[src/spom_pkg.sv]
// Shared constants, types and helpers of the strobe pulse output block
package spom_pkg;
    // Time base
    localparam int CLK_PERIOD_NS = 10;
    localparam int TICK_PERIOD_NS = 1000;
    localparam int TICK_CYCLES = TICK_PERIOD_NS / CLK_PERIOD_NS;
    localparam int DIV_W = 7;
    localparam logic [DIV_W-1:0] TICK_LAST = DIV_W'(TICK_CYCLES - 1);

    // Microsecond settings
    localparam int US_W = 20;
    localparam logic [US_W-1:0] US_MIN = 20'h00001;
    localparam logic [US_W-1:0] US_MAX = 20'hf4240;
    localparam logic [US_W-1:0] DELAY_RST = 20'h00001;
    localparam logic [US_W-1:0] WIDTH_RST = 20'h00001;

    // Register map, byte addresses
    localparam int ADDR_W = 8;
    localparam logic [ADDR_W-1:0] OFF_CTRL = 8'h00;
    localparam logic [ADDR_W-1:0] OFF_A_DELAY = 8'h04;
    localparam logic [ADDR_W-1:0] OFF_A_WIDTH = 8'h08;
    localparam logic [ADDR_W-1:0] OFF_B_DELAY = 8'h0c;
    localparam logic [ADDR_W-1:0] OFF_B_WIDTH = 8'h10;
    localparam logic [ADDR_W-1:0] OFF_LINE_CFG = 8'h14;
    localparam logic [ADDR_W-1:0] OFF_STATUS = 8'h18;

    // Field positions
    localparam int CTRL_A_EN_BIT = 0;
    localparam int CTRL_A_REF_BIT = 1;
    localparam int CTRL_B_EN_BIT = 2;
    localparam int CTRL_B_REF_BIT = 3;
    localparam int LINE_A_SRC_LSB = 0;
    localparam int LINE_A_LVL_BIT = 3;
    localparam int LINE_B_SRC_LSB = 4;
    localparam int LINE_B_LVL_BIT = 7;
    localparam int SRC_W = 3;

    // Reset values of loose control bits
    localparam logic ENABLE_RST = 1'b0;
    localparam logic REF_RST = 1'b0;
    localparam logic LEVEL_RST = 1'b1;

    typedef enum logic [SRC_W-1:0] {SRC_NONE, SRC_TRIGGER, SRC_PULSE_GEN, SRC_FLASH_A, SRC_FLASH_B} spom_src_e;
    typedef enum logic [1:0] {ST_IDLE, ST_DELAY, ST_PULSE} spom_flash_e;

    // Keeps a written microsecond value inside 1..1000000
    function automatic logic [US_W-1:0] spom_clamp_us(input logic [31:0] v);
        if (v < 32'(US_MIN)) begin
            return US_MIN;
        end else if (v > 32'(US_MAX)) begin
            return US_MAX;
        end
        return v[US_W-1:0];
    endfunction : spom_clamp_us
endpackage : spom_pkg

[src/spom_flash.sv]
// One strobe pulse generator: delay then width, in microsecond ticks
module spom_flash (
    input wire logic i_clk, // System clock
    input wire logic i_rst_n, // Asynchronous reset, active low
    input wire logic i_tick_us, // One-cycle pulse each microsecond
    input wire logic i_enable, // Strobe switched on
    input wire logic i_ref_select, // 0 exposure start, 1 readout start
    input wire logic i_exposure_begin_event, // Exposure start pulse
    input wire logic i_readout_begin_event, // Readout start pulse
    input wire logic [spom_pkg::US_W-1:0] i_delay_us, // Delay setting
    input wire logic [spom_pkg::US_W-1:0] i_width_us, // Width setting
    output logic o_active, // Strobe pulse active
    output logic o_waiting // Delay in progress
);
    import spom_pkg::*;

    spom_flash_e state;
    logic [US_W-1:0] cnt;
    logic [US_W-1:0] cnt_inc;
    logic ref_event;

    assign ref_event = i_ref_select ? i_readout_begin_event : i_exposure_begin_event;
    assign cnt_inc = cnt + 1'b1;
    assign o_active = (state == ST_PULSE);
    assign o_waiting = (state == ST_DELAY);

    always_ff @(posedge i_clk or negedge i_rst_n) begin
        if (!i_rst_n) begin
            state <= ST_IDLE;
            cnt <= '0;
        end else if (!i_enable) begin
            state <= ST_IDLE;
            cnt <= '0;
        end else if (ref_event) begin
            state <= ST_DELAY;
            cnt <= '0;
        end else begin
            case (state)
                ST_DELAY: begin
                    if (i_tick_us) begin
                        if (cnt_inc >= i_delay_us) begin
                            state <= ST_PULSE;
                            cnt <= '0;
                        end else begin
                            cnt <= cnt_inc;
                        end
                    end
                end
                ST_PULSE: begin
                    if (i_tick_us) begin
                        if (cnt_inc >= i_width_us) begin
                            state <= ST_IDLE;
                            cnt <= '0;
                        end else begin
                            cnt <= cnt_inc;
                        end
                    end
                end
                ST_IDLE: begin
                    cnt <= '0;
                end
                default: begin
                    state <= ST_IDLE;
                    cnt <= '0;
                end
            endcase
        end
    end

    a_off_stays_idle: assert property (@(posedge i_clk) disable iff (!i_rst_n)
        !i_enable |=> !o_active && !o_waiting)
        else $error("disabled strobe not idle");
    a_event_restarts: assert property (@(posedge i_clk) disable iff (!i_rst_n)
        (i_enable && ref_event) |=> o_waiting && cnt == '0)
        else $error("reference event did not restart the delay");
    a_delay_ends: assert property (@(posedge i_clk) disable iff (!i_rst_n)
        (i_enable && !ref_event && o_waiting && i_tick_us && cnt_inc >= i_delay_us) |=> o_active)
        else $error("pulse did not start after the delay");
    a_width_ends: assert property (@(posedge i_clk) disable iff (!i_rst_n)
        (i_enable && !ref_event && o_active && i_tick_us && cnt_inc >= i_width_us) |=> !o_active)
        else $error("pulse did not end after the width");
    a_pulse_holds: assert property (@(posedge i_clk) disable iff (!i_rst_n)
        (o_active && i_enable && !ref_event && !i_tick_us) |=> o_active)
        else $error("pulse ended between ticks");
endmodule : spom_flash

[src/spom_top.sv]
// Strobe pulse generators and output line routing with an Avalon-MM register slave
module spom_top (
    input wire logic I_CLK, // 100 MHz clock
    input wire logic I_RST_N, // Asynchronous reset, active low
    input wire logic [spom_pkg::ADDR_W-1:0] I_AVS_ADDRESS, // Byte address
    input wire logic I_AVS_READ, // Read request
    input wire logic I_AVS_WRITE, // Write request
    input wire logic [31:0] I_AVS_WRITEDATA, // Write data
    input wire logic [3:0] I_AVS_BYTEENABLE, // Byte lanes
    output logic [31:0] O_AVS_READDATA, // Read data
    output logic O_AVS_WAITREQUEST, // Stall, low for the answering cycle
    input wire logic I_EXPOSURE_BEGIN_EVENT, // Exposure start pulse
    input wire logic I_READOUT_BEGIN_EVENT, // Readout start pulse
    input wire logic I_TRIGGER, // Trigger signal, active high
    input wire logic I_INTERNAL_PULSE_SOURCE, // Pulse generator signal, active high
    output logic O_OUTPUT_LINE_A, // Output line A pin
    output logic O_OUTPUT_LINE_B // Output line B pin
);
    import spom_pkg::*;

    logic [DIV_W-1:0] div_cnt;
    logic tick_us;
    logic flash_a_enable;
    logic flash_a_ref_select;
    logic flash_b_enable;
    logic flash_b_ref_select;
    logic [US_W-1:0] flash_a_delay_us;
    logic [US_W-1:0] flash_a_width_us;
    logic [US_W-1:0] flash_b_delay_us;
    logic [US_W-1:0] flash_b_width_us;
    logic [SRC_W-1:0] line_source_select_a;
    logic [SRC_W-1:0] line_source_select_b;
    logic line_active_level_a;
    logic line_active_level_b;
    logic flash_a_active;
    logic flash_a_waiting;
    logic flash_b_active;
    logic flash_b_waiting;
    logic line_sig_a;
    logic line_sig_b;
    logic [31:0] wmask;
    logic [31:0] next_readdata;
    logic do_write;

    // Microsecond tick
    always_ff @(posedge I_CLK or negedge I_RST_N) begin
        if (!I_RST_N) begin
            div_cnt <= '0;
            tick_us <= 1'b0;
        end else if (div_cnt == TICK_LAST) begin
            div_cnt <= '0;
            tick_us <= 1'b1;
        end else begin
            div_cnt <= div_cnt + 1'b1;
            tick_us <= 1'b0;
        end
    end

    // Bus handshake: answer one cycle after the request is seen
    always_ff @(posedge I_CLK or negedge I_RST_N) begin
        if (!I_RST_N) begin
            O_AVS_WAITREQUEST <= 1'b1;
            O_AVS_READDATA <= '0;
        end else if (O_AVS_WAITREQUEST && (I_AVS_READ || I_AVS_WRITE)) begin
            O_AVS_WAITREQUEST <= 1'b0;
            O_AVS_READDATA <= I_AVS_READ ? next_readdata : 32'h00000000;
        end else begin
            O_AVS_WAITREQUEST <= 1'b1;
        end
    end

    assign do_write = I_AVS_WRITE && !O_AVS_WAITREQUEST;

    generate
        for (genvar g = 0; g < 4; g++) begin : g_lane
            assign wmask[g*8 +: 8] = {8{I_AVS_BYTEENABLE[g]}};
        end
    endgenerate

    function automatic logic [31:0] merge(input logic [31:0] old, input logic [31:0] wd, input logic [31:0] m);
        return (old & ~m) | (wd & m);
    endfunction : merge

    function automatic logic [31:0] widen(input logic [US_W-1:0] v);
        return {{(32 - US_W){1'b0}}, v};
    endfunction : widen

    // Control bits
    always_ff @(posedge I_CLK or negedge I_RST_N) begin
        if (!I_RST_N) begin
            flash_a_enable <= ENABLE_RST;
            flash_a_ref_select <= REF_RST;
            flash_b_enable <= ENABLE_RST;
            flash_b_ref_select <= REF_RST;
        end else if (do_write && I_AVS_ADDRESS == OFF_CTRL && I_AVS_BYTEENABLE[0]) begin
            flash_a_enable <= I_AVS_WRITEDATA[CTRL_A_EN_BIT];
            flash_a_ref_select <= I_AVS_WRITEDATA[CTRL_A_REF_BIT];
            flash_b_enable <= I_AVS_WRITEDATA[CTRL_B_EN_BIT];
            flash_b_ref_select <= I_AVS_WRITEDATA[CTRL_B_REF_BIT];
        end
    end

    // Microsecond settings, clamped into range
    always_ff @(posedge I_CLK or negedge I_RST_N) begin
        if (!I_RST_N) begin
            flash_a_delay_us <= DELAY_RST;
            flash_a_width_us <= WIDTH_RST;
            flash_b_delay_us <= DELAY_RST;
            flash_b_width_us <= WIDTH_RST;
        end else if (do_write) begin
            case (I_AVS_ADDRESS)
                OFF_A_DELAY: begin
                    flash_a_delay_us <= spom_clamp_us(merge(widen(flash_a_delay_us), I_AVS_WRITEDATA, wmask));
                end
                OFF_A_WIDTH: begin
                    flash_a_width_us <= spom_clamp_us(merge(widen(flash_a_width_us), I_AVS_WRITEDATA, wmask));
                end
                OFF_B_DELAY: begin
                    flash_b_delay_us <= spom_clamp_us(merge(widen(flash_b_delay_us), I_AVS_WRITEDATA, wmask));
                end
                OFF_B_WIDTH: begin
                    flash_b_width_us <= spom_clamp_us(merge(widen(flash_b_width_us), I_AVS_WRITEDATA, wmask));
                end
                default: begin
                end
            endcase
        end
    end

    // Output line configuration
    always_ff @(posedge I_CLK or negedge I_RST_N) begin
        if (!I_RST_N) begin
            line_source_select_a <= SRC_NONE;
            line_source_select_b <= SRC_NONE;
            line_active_level_a <= LEVEL_RST;
            line_active_level_b <= LEVEL_RST;
        end else if (do_write && I_AVS_ADDRESS == OFF_LINE_CFG && I_AVS_BYTEENABLE[0]) begin
            line_source_select_a <= I_AVS_WRITEDATA[LINE_A_SRC_LSB +: SRC_W];
            line_active_level_a <= I_AVS_WRITEDATA[LINE_A_LVL_BIT];
            line_source_select_b <= I_AVS_WRITEDATA[LINE_B_SRC_LSB +: SRC_W];
            line_active_level_b <= I_AVS_WRITEDATA[LINE_B_LVL_BIT];
        end
    end

    // Read-back; unmapped addresses read zero
    always_comb begin
        next_readdata = 32'h00000000;
        case (I_AVS_ADDRESS)
            OFF_CTRL: begin
                next_readdata[CTRL_A_EN_BIT] = flash_a_enable;
                next_readdata[CTRL_A_REF_BIT] = flash_a_ref_select;
                next_readdata[CTRL_B_EN_BIT] = flash_b_enable;
                next_readdata[CTRL_B_REF_BIT] = flash_b_ref_select;
            end
            OFF_A_DELAY: next_readdata = widen(flash_a_delay_us);
            OFF_A_WIDTH: next_readdata = widen(flash_a_width_us);
            OFF_B_DELAY: next_readdata = widen(flash_b_delay_us);
            OFF_B_WIDTH: next_readdata = widen(flash_b_width_us);
            OFF_LINE_CFG: begin
                next_readdata[LINE_A_SRC_LSB +: SRC_W] = line_source_select_a;
                next_readdata[LINE_A_LVL_BIT] = line_active_level_a;
                next_readdata[LINE_B_SRC_LSB +: SRC_W] = line_source_select_b;
                next_readdata[LINE_B_LVL_BIT] = line_active_level_b;
            end
            OFF_STATUS: begin
                next_readdata[5:0] = {O_OUTPUT_LINE_B, O_OUTPUT_LINE_A, flash_b_waiting,
                                      flash_a_waiting, flash_b_active, flash_a_active};
            end
            default: begin
                next_readdata = 32'h00000000;
            end
        endcase
    end

    spom_flash u_flash_a (
        .i_clk(I_CLK),
        .i_rst_n(I_RST_N),
        .i_tick_us(tick_us),
        .i_enable(flash_a_enable),
        .i_ref_select(flash_a_ref_select),
        .i_exposure_begin_event(I_EXPOSURE_BEGIN_EVENT),
        .i_readout_begin_event(I_READOUT_BEGIN_EVENT),
        .i_delay_us(flash_a_delay_us),
        .i_width_us(flash_a_width_us),
        .o_active(flash_a_active),
        .o_waiting(flash_a_waiting)
    );

    spom_flash u_flash_b (
        .i_clk(I_CLK),
        .i_rst_n(I_RST_N),
        .i_tick_us(tick_us),
        .i_enable(flash_b_enable),
        .i_ref_select(flash_b_ref_select),
        .i_exposure_begin_event(I_EXPOSURE_BEGIN_EVENT),
        .i_readout_begin_event(I_READOUT_BEGIN_EVENT),
        .i_delay_us(flash_b_delay_us),
        .i_width_us(flash_b_width_us),
        .o_active(flash_b_active),
        .o_waiting(flash_b_waiting)
    );

    function automatic logic pick(input logic [SRC_W-1:0] sel, input logic trig, input logic pg,
                                  input logic fa, input logic fb);
        case (sel)
            SRC_TRIGGER: return trig;
            SRC_PULSE_GEN: return pg;
            SRC_FLASH_A: return fa;
            SRC_FLASH_B: return fb;
            default: return 1'b0;
        endcase
    endfunction : pick

    assign line_sig_a = pick(line_source_select_a, I_TRIGGER, I_INTERNAL_PULSE_SOURCE,
                             flash_a_active, flash_b_active);
    assign line_sig_b = pick(line_source_select_b, I_TRIGGER, I_INTERNAL_PULSE_SOURCE,
                             flash_a_active, flash_b_active);

    // Polarity applied at the pins; an idle source gives the inactive level
    always_ff @(posedge I_CLK or negedge I_RST_N) begin
        if (!I_RST_N) begin
            O_OUTPUT_LINE_A <= 1'b0;
            O_OUTPUT_LINE_B <= 1'b0;
        end else begin
            O_OUTPUT_LINE_A <= line_active_level_a ? line_sig_a : !line_sig_a;
            O_OUTPUT_LINE_B <= line_active_level_b ? line_sig_b : !line_sig_b;
        end
    end

    a_tick_period: assert property (@(posedge I_CLK) disable iff (!I_RST_N)
        tick_us |-> ##100 tick_us)
        else $error("microsecond tick period wrong");
    a_line_a_none: assert property (@(posedge I_CLK) disable iff (!I_RST_N)
        line_source_select_a == SRC_NONE |=> O_OUTPUT_LINE_A == !$past(line_active_level_a))
        else $error("line A not at inactive level with no source");
    a_line_a_flash: assert property (@(posedge I_CLK) disable iff (!I_RST_N)
        line_source_select_a == SRC_FLASH_A |=>
        O_OUTPUT_LINE_A == ($past(flash_a_active) ~^ $past(line_active_level_a)))
        else $error("line A does not follow strobe A");
    a_line_a_trig: assert property (@(posedge I_CLK) disable iff (!I_RST_N)
        (line_source_select_a == SRC_TRIGGER && line_active_level_a) |=> O_OUTPUT_LINE_A == $past(I_TRIGGER))
        else $error("line A does not follow trigger");
    a_line_b_flash: assert property (@(posedge I_CLK) disable iff (!I_RST_N)
        line_source_select_b == SRC_FLASH_B |=>
        O_OUTPUT_LINE_B == ($past(flash_b_active) ~^ $past(line_active_level_b)))
        else $error("line B does not follow strobe B");
    a_delay_clamp: assert property (@(posedge I_CLK) disable iff (!I_RST_N)
        (do_write && I_AVS_ADDRESS == OFF_A_DELAY && I_AVS_BYTEENABLE == 4'hf && I_AVS_WRITEDATA == 32'h0)
        |=> flash_a_delay_us == US_MIN)
        else $error("zero delay not clamped to one");
    a_bus_answer: assert property (@(posedge I_CLK) disable iff (!I_RST_N)
        (O_AVS_WAITREQUEST && (I_AVS_READ || I_AVS_WRITE)) |=> !O_AVS_WAITREQUEST ##1 O_AVS_WAITREQUEST)
        else $error("bus answer not one cycle");
endmodule : spom_top

[config.mk]
export PLATFORM = sky130hd
export DESIGN_NAME = spom_top
export DESIGN_NICKNAME = d
export VERILOG_FILES = /design/src/spom_pkg.sv /design/src/spom_flash.sv /design/src/spom_top.sv
export SDC_FILE = /design/constraint.sdc
export NUM_CORES = 1
export LEC_CHECK = 0
export BUFFER_PORTS_ARGS = -buffer_cell sky130_fd_sc_hd__clkbuf_2
export CORE_ASPECT_RATIO = 0.8
export CORE_UTILIZATION = 56
export CTS_CLUSTER_SIZE = 14
export DETAILED_ROUTE_END_ITERATION = 8
export GPL_ROUTABILITY_DRIVEN = 0
export PLACE_DENSITY = 0.89
export SETUP_SLACK_MARGIN = 0.02
export SYNTH_ARGS = -nofsm -noshare
export SYNTH_HDL_FRONTEND = slang
export SYNTH_SLANG_ARGS = --single-unit
[constraint.sdc]
create_clock -name I_CLK -period 3.84 [get_ports I_CLK]
set_clock_uncertainty 0.05 [all_clocks]
set_input_delay 0.96 -clock I_CLK [delete_from_list [all_inputs] [get_ports I_CLK]]
set_output_delay 0.96 -clock I_CLK [all_outputs]
set_load 0.005 [all_outputs]
==> run_results.csv <==
group,metric,value,unit
pwr,power_density,305,nW/µm²
timing,setup_viol,13,
finish,fin_nets,1510,
yosys,yosysMostFrequentCell,"dfrtp_1",
yosys,yosys.area.top_type,"dfrtp_1",
hold_path,hp-class,"reg -> reg",
critical_path,critPathRequiredTime,4.18,ns
yosys,synth_top_area_frac,0.350,
routing,wl,36900,µm
timing,fin_crit,3.90,ns
timing,maxSlewViolCount,0,
timing,finalWorstSetupSlack,-0.0640,ns
critical_path,r2r_cells,16,
finish,area_growth,16.2,%
critical_path,startpoint_type,"flip-flop",
routing,drc,0,
floorplan,die_area,21000,µm²
run_status,violations,"negative setup slack",
critical_path,cp_num_buf_inv,3,
clock_tree,cts_made_buffers,17,
pwr,leakagePower,6.06,nW
floorplan,die_h,130,µm
grt,grt_pass1_vias,10514,
timing,slew_headroom,0.365,
grt,grt_pass1_wl,55700,µm
critical_path,crit_path_max_fanout,5,
routing,dr.max_layer_used,"met4",
critical_path,reg2reg_from,"u_flash_b.cnt[0]$_DFFE_PN0P_",
routing,drt_iter0_markers,1813,
critical_path,slowest_delay,0.41,ns
grt,grt-ovfl-total,0,
clock_tree,h-tree-depth,4,
routing,antenna_left,0,
timing,worstMarginPinSlew,0.950,ns
floorplan,die_width,162,µm
placed_design,place.port_buffers,74,
critical_path,path_depth,16,
critical_path,crit_path_end_kind,"flip-flop",
floorplan,start_util,0.575,
clock_tree,clkLatencyLatePin,0.46,ns
floorplan,row_count,46,
routing,wl_met2,15800,µm
yosys,async_flop_share,1.00,
pwr,peakVddDrop,221,µV
hold_path,hold_depth,2,
critical_path,cp_slowest_cell,"dfrtp_1",
yosys,avgSynthCellArea,9.11,µm²
grt,grt_start_max_net_pins,82,
critical_path,crit_family,"compound AO/OA/AOI/OAI gates",
placed_design,placed_cells,1602,
routing,first_pass_iters,9,
finish,utilization,0.669,
yosys,synthTopCellsByArea,"dfrtp_1, ha_1, nand2_1, o21ai_0, inv_1",
placed_design,pre_cts_ws,-0.438,ns
yosys,synth_seq_area_share,0.366,
clock_tree,clockRootBuffer,"clkbuf_16",
finish,drive_gt1_frac,0.211,
critical_path,worstPathArrival,4.24,ns
critical_path,critPathLaunch,"u_flash_b.cnt[0]$_DFFE_PN0P_",
placed_design,dp_hpwl,26000,µm
routing,post_drt_via_cell_ratio,6.96,
finish,instances_no_fill,1646,
yosys,synthFlopType,"dfrtp_1",
yosys,netlist_top_cells_count,"dfrtp_1, nand2_1, inv_1",
clock_tree,clkTransAtPathRegs,0.08,ns
floorplan,core_region_area,19900,µm²
timing,fin_crit_sh,1.02,
run_status,outcome,"finished, violations left",
clock_tree,cts_tree,"built",
yosys,postSynthCellCount,1257,
grt,antenna_found_initial,0,
routing,drt-met1-wl,14400,µm
yosys,synth_edf_count,0,
finish,n_antenna_cell,0,
routing,wl_per_cell,22.4,µm
clock_tree,clkSinkCount,167,
routing,wl_met3,5080,µm
critical_path,path_cells,"ha_2, nand3_2, or2_2, buf_4, nor2_2, nand2_1, xnor2_2, ha_1, a21oi_1, a21boi_0, o31ai_1, o211ai_1, o22ai_2, buf_6, buf_12, a32o_1",
routing,num_vias,11464,
yosys,yosys_warnings,0,
hold_path,min_from,"O_AVS_READDATA[14]$_DFFE_PN0P_",
clock_tree,clockBufferDepth,2,
floorplan,io_pins,87,
pwr,total_power,4.06,mW
yosys,synth.distinct_cells,95,
grt,grtUsageTotal,0.343,
yosys,synth-seq-cells,167,
critical_path,crit_type,"reg -> reg",
timing,max_freq,256,MHz
timing,finalHoldViolCount,0,
job,drv_cap,0,
timing,fin_setup_tns,-0.427,ns
yosys,synth_area,11500,µm²
-- state kept, by name, indices dropped and copies added (netlist names), 2 cells and up --
name,cells
line_source_select_a,3
flash_b_width_us,20
line_source_select_b,3
flash_b_delay_us,20
u_flash_b.state,2
div_cnt,7
flash_a_width_us,20
u_flash_a.state,2
u_flash_b.cnt,20
flash_a_delay_us,20
u_flash_a.cnt,20
O_AVS_READDATA,20
-- where the power goes --
group          internal [mW]  switching, mW
registers               1.79         0.0337
clock network          0.883          0.890
logic                  0.147          0.322
-- routing by layer --
metal  vias to the layer above  global-route usage
met5                         -                   0
met3                       209              0.0969
met2                       979               0.515
met1                      5377               0.471
met4                         0               0.136
li1                       4899                   -
-- path summary, 6_finish.rpt --
path / end / slack [ns]
hold / removal: O_AVS_READDATA[14]$_DFFE_PN0P_ / 0.43
min in group asynchronous: div_cnt[1]$_DFF_PN0_ / 0.51
hold reg to reg: O_AVS_READDATA[14]$_DFFE_PN0P_ / 0.43
setup / recovery: u_flash_b.cnt[18]$_DFFE_PN0P_ / -0.06
setup reg to reg: u_flash_b.cnt[18]$_DFFE_PN0P_ / -0.06
max in group asynchronous: O_AVS_READDATA[13]$_DFFE_PN0P_ / 2.30
-- final cells by class --
class                   instances  area, µm²
well taps                     264        330
clock buffers                  17        425
flip-flops and latches        167       4190
inverters                      94        353
multi-input cells             954       6970
fillers                      1469       6600
clock inverters                15        178
repair buffers                135        866
-- cells by family after synthesis --
| family | after synthesis | synth area share |
|---|---|---|
| simple gates | 405 | 0.183 |
| compound gates | 381 | 0.239 |
| flops | 167 | 0.366 |
| buf+inv | 147 | 0.0564 |
| fa+ha+maj | 89 | 0.0972 |
| xor+xnor | 35 | 0.0268 |
| mux | 32 | 0.0319 |
| other cells | 1 | 0.000327 |
-- what timing repair did --
item,CTS,global route
hold endpoints to repair,0,0
setup endpoints to repair,22,43
cloned,0,2
pin swaps,2,21
buffers inserted,1,9
resized for setup,9,61
hold buffers,0,0
-- worst register-to-register path, cell delays in order (launching register included) --
cell and delay (ns):
dfrtp_1 0.41, ha_2 0.21, nand3_2 0.11, or2_2 0.36, buf_4 0.17, nor2_2 0.19, nand2_1 0.17, xnor2_2 0.24
ha_1 0.30, a21oi_1 0.16, a21boi_0 0.11, o31ai_1 0.28, o211ai_1 0.24, o22ai_2 0.37, buf_6 0.18, buf_12 0.11
a32o_1 0.18
-- cell usage in the layout (no fill, tap or decap), drive strengths merged, types with 11 or more instances in the layout --
master / count
a21boi: 15
a211oi: 13
a222oi: 14
or3: 12
nor3: 28
o22ai: 21
a31oi: 13
conb: 12
xnor2: 21
clkbuf: 90
o2bb2ai: 23
a21oi: 50
a22o: 13
mux2: 13
nor4: 11
inv: 102
mux2i: 17
a21o: 11
nand3: 43
dfrtp: 160
a22oi: 15
nand4: 20
nand2: 151
o31ai: 19
ha: 89
buf: 62
nor2: 62
and3: 16
xor2: 14
o21ai: 102
nand2b: 12
-- per-stage QoR --
stage | hold WS, ns | instance area (µm²)
global route | 0.448 | 13300
floorplan | 0.405 | 11500
CTS | 0.437 | 12900
global placement | 0.413 | 12300
finish | 0.431 | 13300
detailed placement | 0.421 | 12300
(Power assumes the default switching activity.)
